--- src/core/osc_pkg.sv ---
// Shared constants, register map and types of the output servo and sync control block
package osc_pkg;

  // ****************************************
  // Timing
  // ****************************************
  localparam int unsigned CLK_HZ       = 10_000_000;
  localparam int unsigned SERVO_MS     = 90;
  localparam int unsigned MS_CYC       = CLK_HZ / 1000;
  localparam int unsigned SERVO_CYC    = SERVO_MS * MS_CYC;

  // ****************************************
  // Register offsets
  // ****************************************
  localparam logic [7:0] OFS_CTRL      = 8'h00;
  localparam logic [7:0] OFS_LOADLINE  = 8'h04;
  localparam logic [7:0] OFS_TARGET    = 8'h08;
  localparam logic [7:0] OFS_IWARN     = 8'h0c;
  localparam logic [7:0] OFS_FREQ      = 8'h10;
  localparam logic [7:0] OFS_TONMAX    = 8'h14;
  localparam logic [7:0] OFS_STATUS    = 8'h18;
  localparam logic [7:0] OFS_MASK      = 8'h1c;
  localparam logic [7:0] OFS_DAC       = 8'h20;

  // ****************************************
  // Field positions
  // ****************************************
  localparam int unsigned CTL_RANGE    = 0;
  localparam int unsigned CTL_SERVO    = 6;
  localparam int unsigned CTL_RUN_LSB  = 8;
  localparam int unsigned ST_PLL       = 0;
  localparam int unsigned ST_EXT       = 1;
  localparam int unsigned ST_SERVO     = 2;
  localparam int unsigned ST_SLAVE     = 3;
  localparam int unsigned ST_LOCKFLT   = 4;
  localparam int unsigned ST_LL        = 5;
  localparam int unsigned ST_RUN_LSB   = 8;

  // ****************************************
  // Values
  // ****************************************
  localparam logic [15:0] STEP_LO      = 16'h0001;
  localparam logic [15:0] STEP_HI      = 16'h0002;
  localparam logic [9:0]  LL_MAX       = 10'h096;
  localparam logic [25:0] LL_SCALE     = 26'h00003e8;
  localparam logic [1:0]  STRAP_AT     = 2'h2;

  typedef enum logic {SV_OFF, SV_RUN} osc_servo_t;

endpackage

--- src/core/osc_core.sv ---
// Output servo, load-line positioning and PWM sync supervisor with APB registers

// What this block does
// - Every servo interval, step DAC one or two LSB, size set by range bit, toward target.
// - Servo is requested by bit 6 of the PWM mode register.
// - Servo only with bit set, rise done, no UV, no OC, load line zero.
// - Servo engages after turn-on time limit expires; zero limit means engage at once.
// - Load line lowers set point by percent at warning current, scaled, capped 15%.
// - Set points are no-load values; load line only ever lowers them.
// - Servo is kept off whenever load line is enabled.
// - Load line stays applied through every ramp, including turn-on rise.
// - Load line percent zero disables it, and zero is the reset value.
// - Load line is disabled when the feedback strap marks a slave phase.
// - Both channels follow the external sync clock when present.
// - Losing PLL lock while running sets status bit 4 and drives alert unless masked.
// - Writing one to status bit 4 clears the lock fault.
// - A channel stays off until PLL lock is indicated.
// - Starting a channel with unlocked ramp generator sets status bit 4.
// - Without external clock, PWM runs at the nonzero frequency setting.
// - External-only frequency code blocks start until an external clock is seen.
// - External-only with clock absent selects the lowest internal oscillator frequency.
// - Spurious lock alerts at start-up are suppressed by the mask bit.
module osc_core import osc_pkg::*; #(
  parameter int unsigned  SERVO_INTERVAL_CYC = SERVO_CYC,
  parameter int unsigned  MS_TICK_CYC        = MS_CYC,
  parameter logic [15:0]  VCO_MIN_CODE       = 16'h0001
) (
  // Clock, reset, enable
  input  wire logic        pclk,
  input  wire logic        presetn,
  input  wire logic        pce,
  // APB slave
  input  wire logic        psel,
  input  wire logic        penable,
  input  wire logic        pwrite,
  input  wire logic [7:0]  paddr,
  input  wire logic [31:0] pwdata,
  output logic      [31:0] prdata,
  output logic             pready,
  output logic             pslverr,
  // Pins from the analog side
  input  wire logic        pll_lock,
  input  wire logic [1:0]  ramp_lock,
  input  wire logic        ext_clk_present,
  input  wire logic        output_undervoltage_fault,
  input  wire logic        output_overcurrent_fault,
  input  wire logic        rise_done,
  input  wire logic        feedback_pin_slave,
  // Telemetry from on-chip ADC logic
  input  wire logic [15:0] adc_vout,
  input  wire logic [15:0] adc_iout,
  // Power stage and clock control
  output logic      [15:0] dac_code,
  output logic      [15:0] setpoint_code,
  output logic      [1:0]  chan_run,
  output logic             ext_clk_sel,
  output logic      [15:0] pll_freq_code,
  // Open-drain alert
  output logic             alert_o,
  output logic             alert_oe
);

  // ****************************************
  // State
  // ****************************************
  typedef struct packed {
    logic        lk_s1, lk_s2, lk_prev;
    logic [1:0]  rl_s1, rl_s2;
    logic        ex_s1, ex_s2;
    logic        uv_s1, uv_s2;
    logic        oc_s1, oc_s2;
    logic        rd_s1, rd_s2;
    logic        fb_s1, fb_s2;
    logic [1:0]  strap_cnt;
    logic        slave;
    logic        servo_en;
    logic        vrange;
    logic [1:0]  run_req;
    logic [9:0]  ll_pct;
    logic [15:0] target;
    logic [15:0] iout_warn;
    logic [15:0] freq;
    logic [15:0] ton_max;
    logic        mask_lock;
    logic        lock_flt;
    logic [1:0]  run;
    osc_servo_t  sv;
    logic [19:0] int_cnt;
    logic [13:0] ms_cnt;
    logic [15:0] ms_elapsed;
    logic [15:0] trim;
    logic [15:0] sp;
    logic [15:0] dac;
    logic [15:0] fcode;
    logic        ack;
    logic [31:0] rdata;
  } osc_state_t;

  osc_state_t  s_r;
  osc_state_t  s_nxt;

  logic        bus_wr;
  logic        lock_set;
  logic        lock_clr;
  logic        ll_active;
  logic        servo_ok;
  logic        ton_expired;
  logic        sv_tick;
  logic        start_ok;
  logic [1:0]  start_edge;
  logic [9:0]  ll_eff;
  logic [25:0] ll_prod;
  logic [25:0] ll_frac_w;
  logic [9:0]  ll_frac;
  logic [25:0] red_w;
  logic [15:0] step;

  function automatic logic addr_ok(input logic [7:0] a);
    addr_ok = (a == OFS_CTRL) || (a == OFS_LOADLINE) || (a == OFS_TARGET) ||
              (a == OFS_IWARN) || (a == OFS_FREQ) || (a == OFS_TONMAX) ||
              (a == OFS_STATUS) || (a == OFS_MASK) || (a == OFS_DAC);
  endfunction

  // ****************************************
  // Shared terms
  // ****************************************
  assign bus_wr      = psel && penable && pwrite && s_r.ack && addr_ok(paddr);
  assign lock_clr    = bus_wr && (paddr == OFS_STATUS) && pwdata[ST_LOCKFLT];
  assign ll_active   = (s_r.ll_pct != 10'h000) && !s_r.slave;
  assign ton_expired = (s_r.ton_max == 16'h0000) || (s_r.ms_elapsed >= s_r.ton_max);
  assign servo_ok    = s_r.servo_en && s_r.rd_s2 && !s_r.uv_s2 && !s_r.oc_s2 &&
                       !ll_active && !s_r.slave && s_r.run[0];
  assign sv_tick     = (s_r.sv == SV_RUN) && (s_r.int_cnt == 20'(SERVO_INTERVAL_CYC - 1));
  // An external-only setting needs a clock on the sync pin before any start
  assign start_ok    = s_r.lk_s2 && ((s_r.freq != 16'h0000) || s_r.ex_s2);
  assign start_edge  = s_r.run_req & ~s_r.run & {2{start_ok}};
  assign lock_set    = (s_r.lk_prev && !s_r.lk_s2 && (|s_r.run)) ||
                       (|(start_edge & ~s_r.rl_s2));
  assign step        = s_r.vrange ? STEP_HI : STEP_LO;

  // ****************************************
  // Next state
  // ****************************************
  always_comb begin
    s_nxt = s_r;
    ll_eff = (s_r.ll_pct > LL_MAX) ? LL_MAX : s_r.ll_pct;
    ll_prod = 26'(ll_eff) * 26'(adc_iout);
    ll_frac_w = (s_r.iout_warn == 16'h0000) ? 26'(LL_MAX) : ll_prod / 26'(s_r.iout_warn);
    ll_frac = (ll_frac_w > 26'(LL_MAX)) ? LL_MAX : ll_frac_w[9:0];
    if (!ll_active) begin
      ll_frac = 10'h000;
    end
    red_w = (26'(s_r.target) * 26'(ll_frac)) / LL_SCALE;

    // Pin synchronisers
    s_nxt.lk_s1 = pll_lock;
    s_nxt.lk_s2 = s_r.lk_s1;
    s_nxt.lk_prev = s_r.lk_s2;
    s_nxt.rl_s1 = ramp_lock;
    s_nxt.rl_s2 = s_r.rl_s1;
    s_nxt.ex_s1 = ext_clk_present;
    s_nxt.ex_s2 = s_r.ex_s1;
    s_nxt.uv_s1 = output_undervoltage_fault;
    s_nxt.uv_s2 = s_r.uv_s1;
    s_nxt.oc_s1 = output_overcurrent_fault;
    s_nxt.oc_s2 = s_r.oc_s1;
    s_nxt.rd_s1 = rise_done;
    s_nxt.rd_s2 = s_r.rd_s1;
    s_nxt.fb_s1 = feedback_pin_slave;
    s_nxt.fb_s2 = s_r.fb_s1;

    // Strap is taken once, after the synchroniser has filled
    if (s_r.strap_cnt != 2'h3) begin
      s_nxt.strap_cnt = s_r.strap_cnt + 2'h1;
    end
    if (s_r.strap_cnt == STRAP_AT) begin
      s_nxt.slave = s_r.fb_s2;
    end

    // APB: one wait state, read data latched in the first access cycle
    s_nxt.ack = psel && penable && !s_r.ack;
    if (psel && penable && !s_r.ack) begin
      s_nxt.rdata = 32'h0000_0000;
      unique case (paddr)
        OFS_CTRL: begin
          s_nxt.rdata[CTL_RANGE] = s_r.vrange;
          s_nxt.rdata[CTL_SERVO] = s_r.servo_en;
          s_nxt.rdata[CTL_RUN_LSB +: 2] = s_r.run_req;
        end
        OFS_LOADLINE: s_nxt.rdata[9:0] = s_r.ll_pct;
        OFS_TARGET:   s_nxt.rdata[15:0] = s_r.target;
        OFS_IWARN:    s_nxt.rdata[15:0] = s_r.iout_warn;
        OFS_FREQ:     s_nxt.rdata[15:0] = s_r.freq;
        OFS_TONMAX:   s_nxt.rdata[15:0] = s_r.ton_max;
        OFS_STATUS: begin
          s_nxt.rdata[ST_PLL] = s_r.lk_s2;
          s_nxt.rdata[ST_EXT] = s_r.ex_s2;
          s_nxt.rdata[ST_SERVO] = (s_r.sv == SV_RUN);
          s_nxt.rdata[ST_SLAVE] = s_r.slave;
          s_nxt.rdata[ST_LOCKFLT] = s_r.lock_flt;
          s_nxt.rdata[ST_LL] = ll_active;
          s_nxt.rdata[ST_RUN_LSB +: 2] = s_r.run;
        end
        OFS_MASK:     s_nxt.rdata[ST_LOCKFLT] = s_r.mask_lock;
        OFS_DAC:      s_nxt.rdata = {s_r.sp, s_r.dac};
        default:      s_nxt.rdata = 32'h0000_0000;
      endcase
    end
    if (bus_wr) begin
      unique case (paddr)
        OFS_CTRL: begin
          s_nxt.vrange = pwdata[CTL_RANGE];
          s_nxt.servo_en = pwdata[CTL_SERVO];
          s_nxt.run_req = pwdata[CTL_RUN_LSB +: 2];
        end
        OFS_LOADLINE: s_nxt.ll_pct = pwdata[9:0];
        OFS_TARGET:   s_nxt.target = pwdata[15:0];
        OFS_IWARN:    s_nxt.iout_warn = pwdata[15:0];
        OFS_FREQ:     s_nxt.freq = pwdata[15:0];
        OFS_TONMAX:   s_nxt.ton_max = pwdata[15:0];
        OFS_MASK:     s_nxt.mask_lock = pwdata[ST_LOCKFLT];
        default:      s_nxt.mask_lock = s_r.mask_lock;
      endcase
    end

    // Lock fault: a new event beats a clear in the same cycle
    s_nxt.lock_flt = lock_set || (s_r.lock_flt && !lock_clr);

    // Channels run only once the PLL is locked; a lost lock later is flagged, not a stop
    for (int i = 0; i < 2; i++) begin
      if (!s_r.run_req[i]) begin
        s_nxt.run[i] = 1'b0;
      end else if (start_edge[i]) begin
        s_nxt.run[i] = 1'b1;
      end
    end

    // Clock source: external sync wins, else nonzero setting, else slowest VCO
    if (s_r.ex_s2) begin
      s_nxt.fcode = 16'h0000;
    end else if (s_r.freq != 16'h0000) begin
      s_nxt.fcode = s_r.freq;
    end else begin
      s_nxt.fcode = VCO_MIN_CODE;
    end

    // Turn-on timer in milliseconds, restarted whenever channel 0 is off
    if (!s_r.run[0]) begin
      s_nxt.ms_cnt = 14'h0000;
      s_nxt.ms_elapsed = 16'h0000;
    end else if (s_r.ms_cnt == 14'(MS_TICK_CYC - 1)) begin
      s_nxt.ms_cnt = 14'h0000;
      if (s_r.ms_elapsed != 16'hffff) begin
        s_nxt.ms_elapsed = s_r.ms_elapsed + 16'h0001;
      end
    end else begin
      s_nxt.ms_cnt = s_r.ms_cnt + 14'h0001;
    end

    // Servo loop
    unique case (s_r.sv)
      SV_OFF: begin
        s_nxt.int_cnt = 20'h00000;
        s_nxt.trim = 16'h0000;
        if (servo_ok && ton_expired) begin
          s_nxt.sv = SV_RUN;
        end
      end
      SV_RUN: begin
        if (!servo_ok) begin
          s_nxt.sv = SV_OFF;
        end else if (sv_tick) begin
          s_nxt.int_cnt = 20'h00000;
          if (adc_vout < s_r.target) begin
            s_nxt.trim = s_r.trim + step;
          end else if (adc_vout > s_r.target) begin
            s_nxt.trim = s_r.trim - step;
          end
        end else begin
          s_nxt.int_cnt = s_r.int_cnt + 20'h00001;
        end
      end
    endcase

    // Load line holds in every phase of operation, ramps included; it only subtracts
    s_nxt.sp = s_r.target - red_w[15:0];
    s_nxt.dac = s_r.sp + s_r.trim;
  end

  always_ff @(posedge pclk or negedge presetn) begin
    if (!presetn) begin
      s_r <= '0;
    end else if (pce) begin
      s_r <= s_nxt;
    end
  end

  // ****************************************
  // Outputs
  // ****************************************
  assign prdata        = s_r.rdata;
  assign pready        = s_r.ack && pce;
  assign pslverr       = pready && !addr_ok(paddr);
  assign dac_code      = s_r.dac;
  assign setpoint_code = s_r.sp;
  assign chan_run      = s_r.run;
  assign ext_clk_sel   = s_r.ex_s2;
  assign pll_freq_code = s_r.fcode;
  assign alert_o       = 1'b0;
  // Masking hides start-up lock noise but also every real lock loss
  assign alert_oe      = s_r.lock_flt && !s_r.mask_lock;
endmodule

--- config.mk ---
export PLATFORM = sky130hd
export DESIGN_NAME = osc_core
export DESIGN_NICKNAME = d
export VERILOG_FILES = /design/src/core/osc_pkg.sv /design/src/core/osc_core.sv
export SDC_FILE = /design/constraint.sdc
export NUM_CORES = 2
export LEC_CHECK = 0
export BUFFER_PORTS_ARGS = -buffer_cell sky130_fd_sc_hd__buf_2
export CAP_MARGIN = 20
export CORE_MARGIN = 1
export CORE_UTILIZATION = 30
export DETAILED_ROUTE_END_ITERATION = 12
export GPL_TIMING_DRIVEN = 0
export MAX_ROUTING_LAYER = met4
export PLACE_DENSITY = 0.55
export SETUP_SLACK_MARGIN = 0.4
export SLEW_MARGIN = 30
export SYNTH_ARGS = -nofsm -noshare
export SYNTH_HDL_FRONTEND = slang
export SYNTH_SLANG_ARGS = --single-unit
--- constraint.sdc ---
create_clock -name pclk -period 235.2 [get_ports pclk]
set_input_delay 11.76 -clock pclk [delete_from_list [all_inputs] [get_ports pclk]]
set_output_delay 11.76 -clock pclk [all_outputs]
set_load 0.01 [all_outputs]
==> flow_summary.toml <==
[synth]
synth-seq-cells = 250
synth_flop_cell = "dfrtp_1"
synthCells = 5121
syn-cell-area_mm2 = 0.04178
synth_top_area_share_pct = 15.06
yosysWarnings = 0
synth-edff-count = 0
ys_seq_area_share_pct = 14.97
syn_avg_cell_area_um2 = 8.159
async_reset_ff_share_pct = 100.0
yosysTopAreaCell = "ha_1"
synth_area_leaders = "ha_1, dfrtp_1, fa_1"
synth.distinct_cells = 129

[worst_setup_path]
cp.arrival_ns = 135.97
rr_worst_depth = 568
critPathMostFrequentCell = "o21a_1"
required_ns = 235.63
r2r-start = "s_r[219]"
crit_type = "primary input to register"
endpoint_kind = "register"
cp-start-kind = "primary input"
crit_path_end = "setpoint_code[14]"
crit_path_start = "adc_iout[3]"
slowest_delay_ns = 0.64
r2r-end = "setpoint_code[14]"
cp_slowest_cell = "a21oi_1"
rrSetupSlack_ns = 108.31
crit_fanout = 10

[final_layout]
drive_above_1_share_pct = 11.19
fin_cells = 7183
area_growth_pct = 10.29
layout.nets = 6179

[route]
drc = 0
drtIter0Drc = 2602
vias_per_cell = 5.351
ant_nets = 0
dr_total_vias = 38433
dr.pass1.iters = 6
wl_per_cell_um = 17.69
routed_wl_mm = 127.0

[timing]
rsz0062_at_grt = "no"
finalSetupViolations = 0
slew_violations = 0
worst_slew_pin_slew_ns = 1.020
max_freq_mhz = 7.378
finalCritPeriodShare_pct = 57.63
period_minus_slack_ns = 135.54
tns_ns = 0
hold_viol = 0
fin_skew_ns = 0.01348
slew_headroom_pct = 31.60

[clocking]
h-tree-depth = 1
clk_pin_slew_ns = 0.06
clock_sinks = 250
cts_tree = "yes"
post_cts_resized = 0
cts-buffers-inserted = 26
worstSkewPairLatency_ns = 0.54
clockBufferDepth = 3
cts_hold_buf = 0
postCtsSetupBuffers = 0
cts_root_buf = "clkbuf_16"

[place]
dpl.hpwl_mm = 103.5
portBuffers = 153
placed_cells = 7134
routabilityCongestion = 0.9392

[floorplanning]
row_count = 136
start_util_pct = 30.31
core_mm2 = 0.1378
dieArea_mm2 = 0.1408
ioPinCount = 173
die_h_um = 375.2
chipWidth_um = 375.2

[status]
outcome = "completed"

[global_routing]
grt_pass1_vias = 36991
antenna_found_initial = 0
grt_use_total_pct = 18.09
grt_pass1_wl_mm = 203.0
gr-total-overflow = 0
grt_max_degree = 71

[run]
drv_cap = 0

[min_path]
hold_path.class = "register to register"
## worst min-delay path by stage
stage | cells after the start | slack (ns) | end | start
finish | 2 | 0.48 | prdata[25] | prdata[25]
global route | 1 | 0.50 | prdata[4] | prdata[4]
CTS | 1 | 0.48 | s_r[136] | s_r[136]
detailed placement | 1 | 0.47 | s_r[136] | s_r[136]
global placement | 1 | 0.46 | s_r[136] | s_r[136]
floorplan | 1 | 0.44 | s_r[136] | s_r[136]
## Yosys cell counts, types with 117 or more instances
master    instances
nand2_1         509
ha_1            503
inv_1           359
nor2_1          357
o21ai_0         289
nor3_1          268
dfrtp_1         250
o21a_1          223
fa_1            222
a21oi_1         217
mux2_2          161
xnor2_1         139
clkbuf_1        128
o31ai_1         121
nand3_1         117
## routing by layer
layer	global-route usage, %	vias to the layer above	share of wire (%)
met1	24.95	18534	48
met2	28.98	912	46
met4	3.881	0	2.2
met3	1.258	141	4.4
li1	-	18846	-
met5	-	-	0
## cells in the final DEF (no fill, tap or decap), types with 63 or more instances in the layout
cell type,count
nand4_1,64
ha_1,503
buf_2,159
nor2b_1,72
mux2_2,161
inv_1,345
and3_1,73
o31ai_1,121
nor3_1,266
a21oi_1,217
and2_1,66
conb_1,65
o21a_1,223
buf_4,88
dfrtp_1,250
nand3_1,117
a21o_1,103
nand2_1,509
o21ai_0,289
nor2_1,356
xnor2_1,138
fa_1,222
xor2_1,83
clkbuf_1,132
nand2b_1,63
## worst max-delay path: cells and delay by family
| family | cells | cell delay [ns] |
|---|---|---|
| xor+xnor | 6 | 1.17 |
| mux | 9 | 2.75 |
| compound gates | 327 | 68.70 |
| simple gates | 118 | 20.31 |
| buf+inv | 65 | 17.10 |
| fa+ha+maj | 39 | 13.93 |
## cell families after synthesis
kind of cell | synth area share, %
AND/OR/NAND/NOR | 20.72
AO/OA/AOI/OAI | 21.78
adder cells (fa/ha/maj) | 25.82
buffers and inverters | 6.381
flip-flops | 14.97
XOR/XNOR | 4.770
multiplexers | 5.540
other | 0.01797
## final cells by class
| class | count | area (um2) |
|---|---|---|
| Antenna cell | 1 | 2.502 |
| Buffer | 245 | 1296 |
| Clock inverter | 8 | 67.56 |
| Tap cell | 1794 | 2245 |
| Sequential cell | 250 | 6256 |
| Clock buffer | 40 | 814.5 |
| Inverter | 365 | 1370 |
| Multi-Input combinational cell | 4324 | 33170 |
| Timing Repair Buffer | 156 | 858.3 |
| Fill cell | 14553 | 91750 |
## per-stage QoR
| stage | setup slack, ns | hold WS (ns) | utilization, % | cell area (um2) |
|---|---|---|---|---|
| after floorplan | 119.02 | 0.4425 | - | 42020 |
| after global placement | 100.53 | 0.4582 | 32.67 | 45030 |
| after detailed placement | 99.67 | 0.4692 | 32.77 | 45170 |
| after CTS | 99.73 | 0.4849 | 33.41 | 46060 |
| after global routing | 88.69 | 0.4992 | 33.43 | 46080 |
| final | 99.66 | 0.4807 | 33.43 | 46080 |
## flip-flops by register name (all words and copies together) (netlist names)
signal	flops
chan_run	2
dac_code	16
ext_clk_sel	1
pll_freq_code	16
prdata	32
s_nxt	9
s_r	158
setpoint_code	16
Power is left out: the tool's default activity adds up to more than one toggle a clock period on the data nets, which glitch-free logic cannot reach.
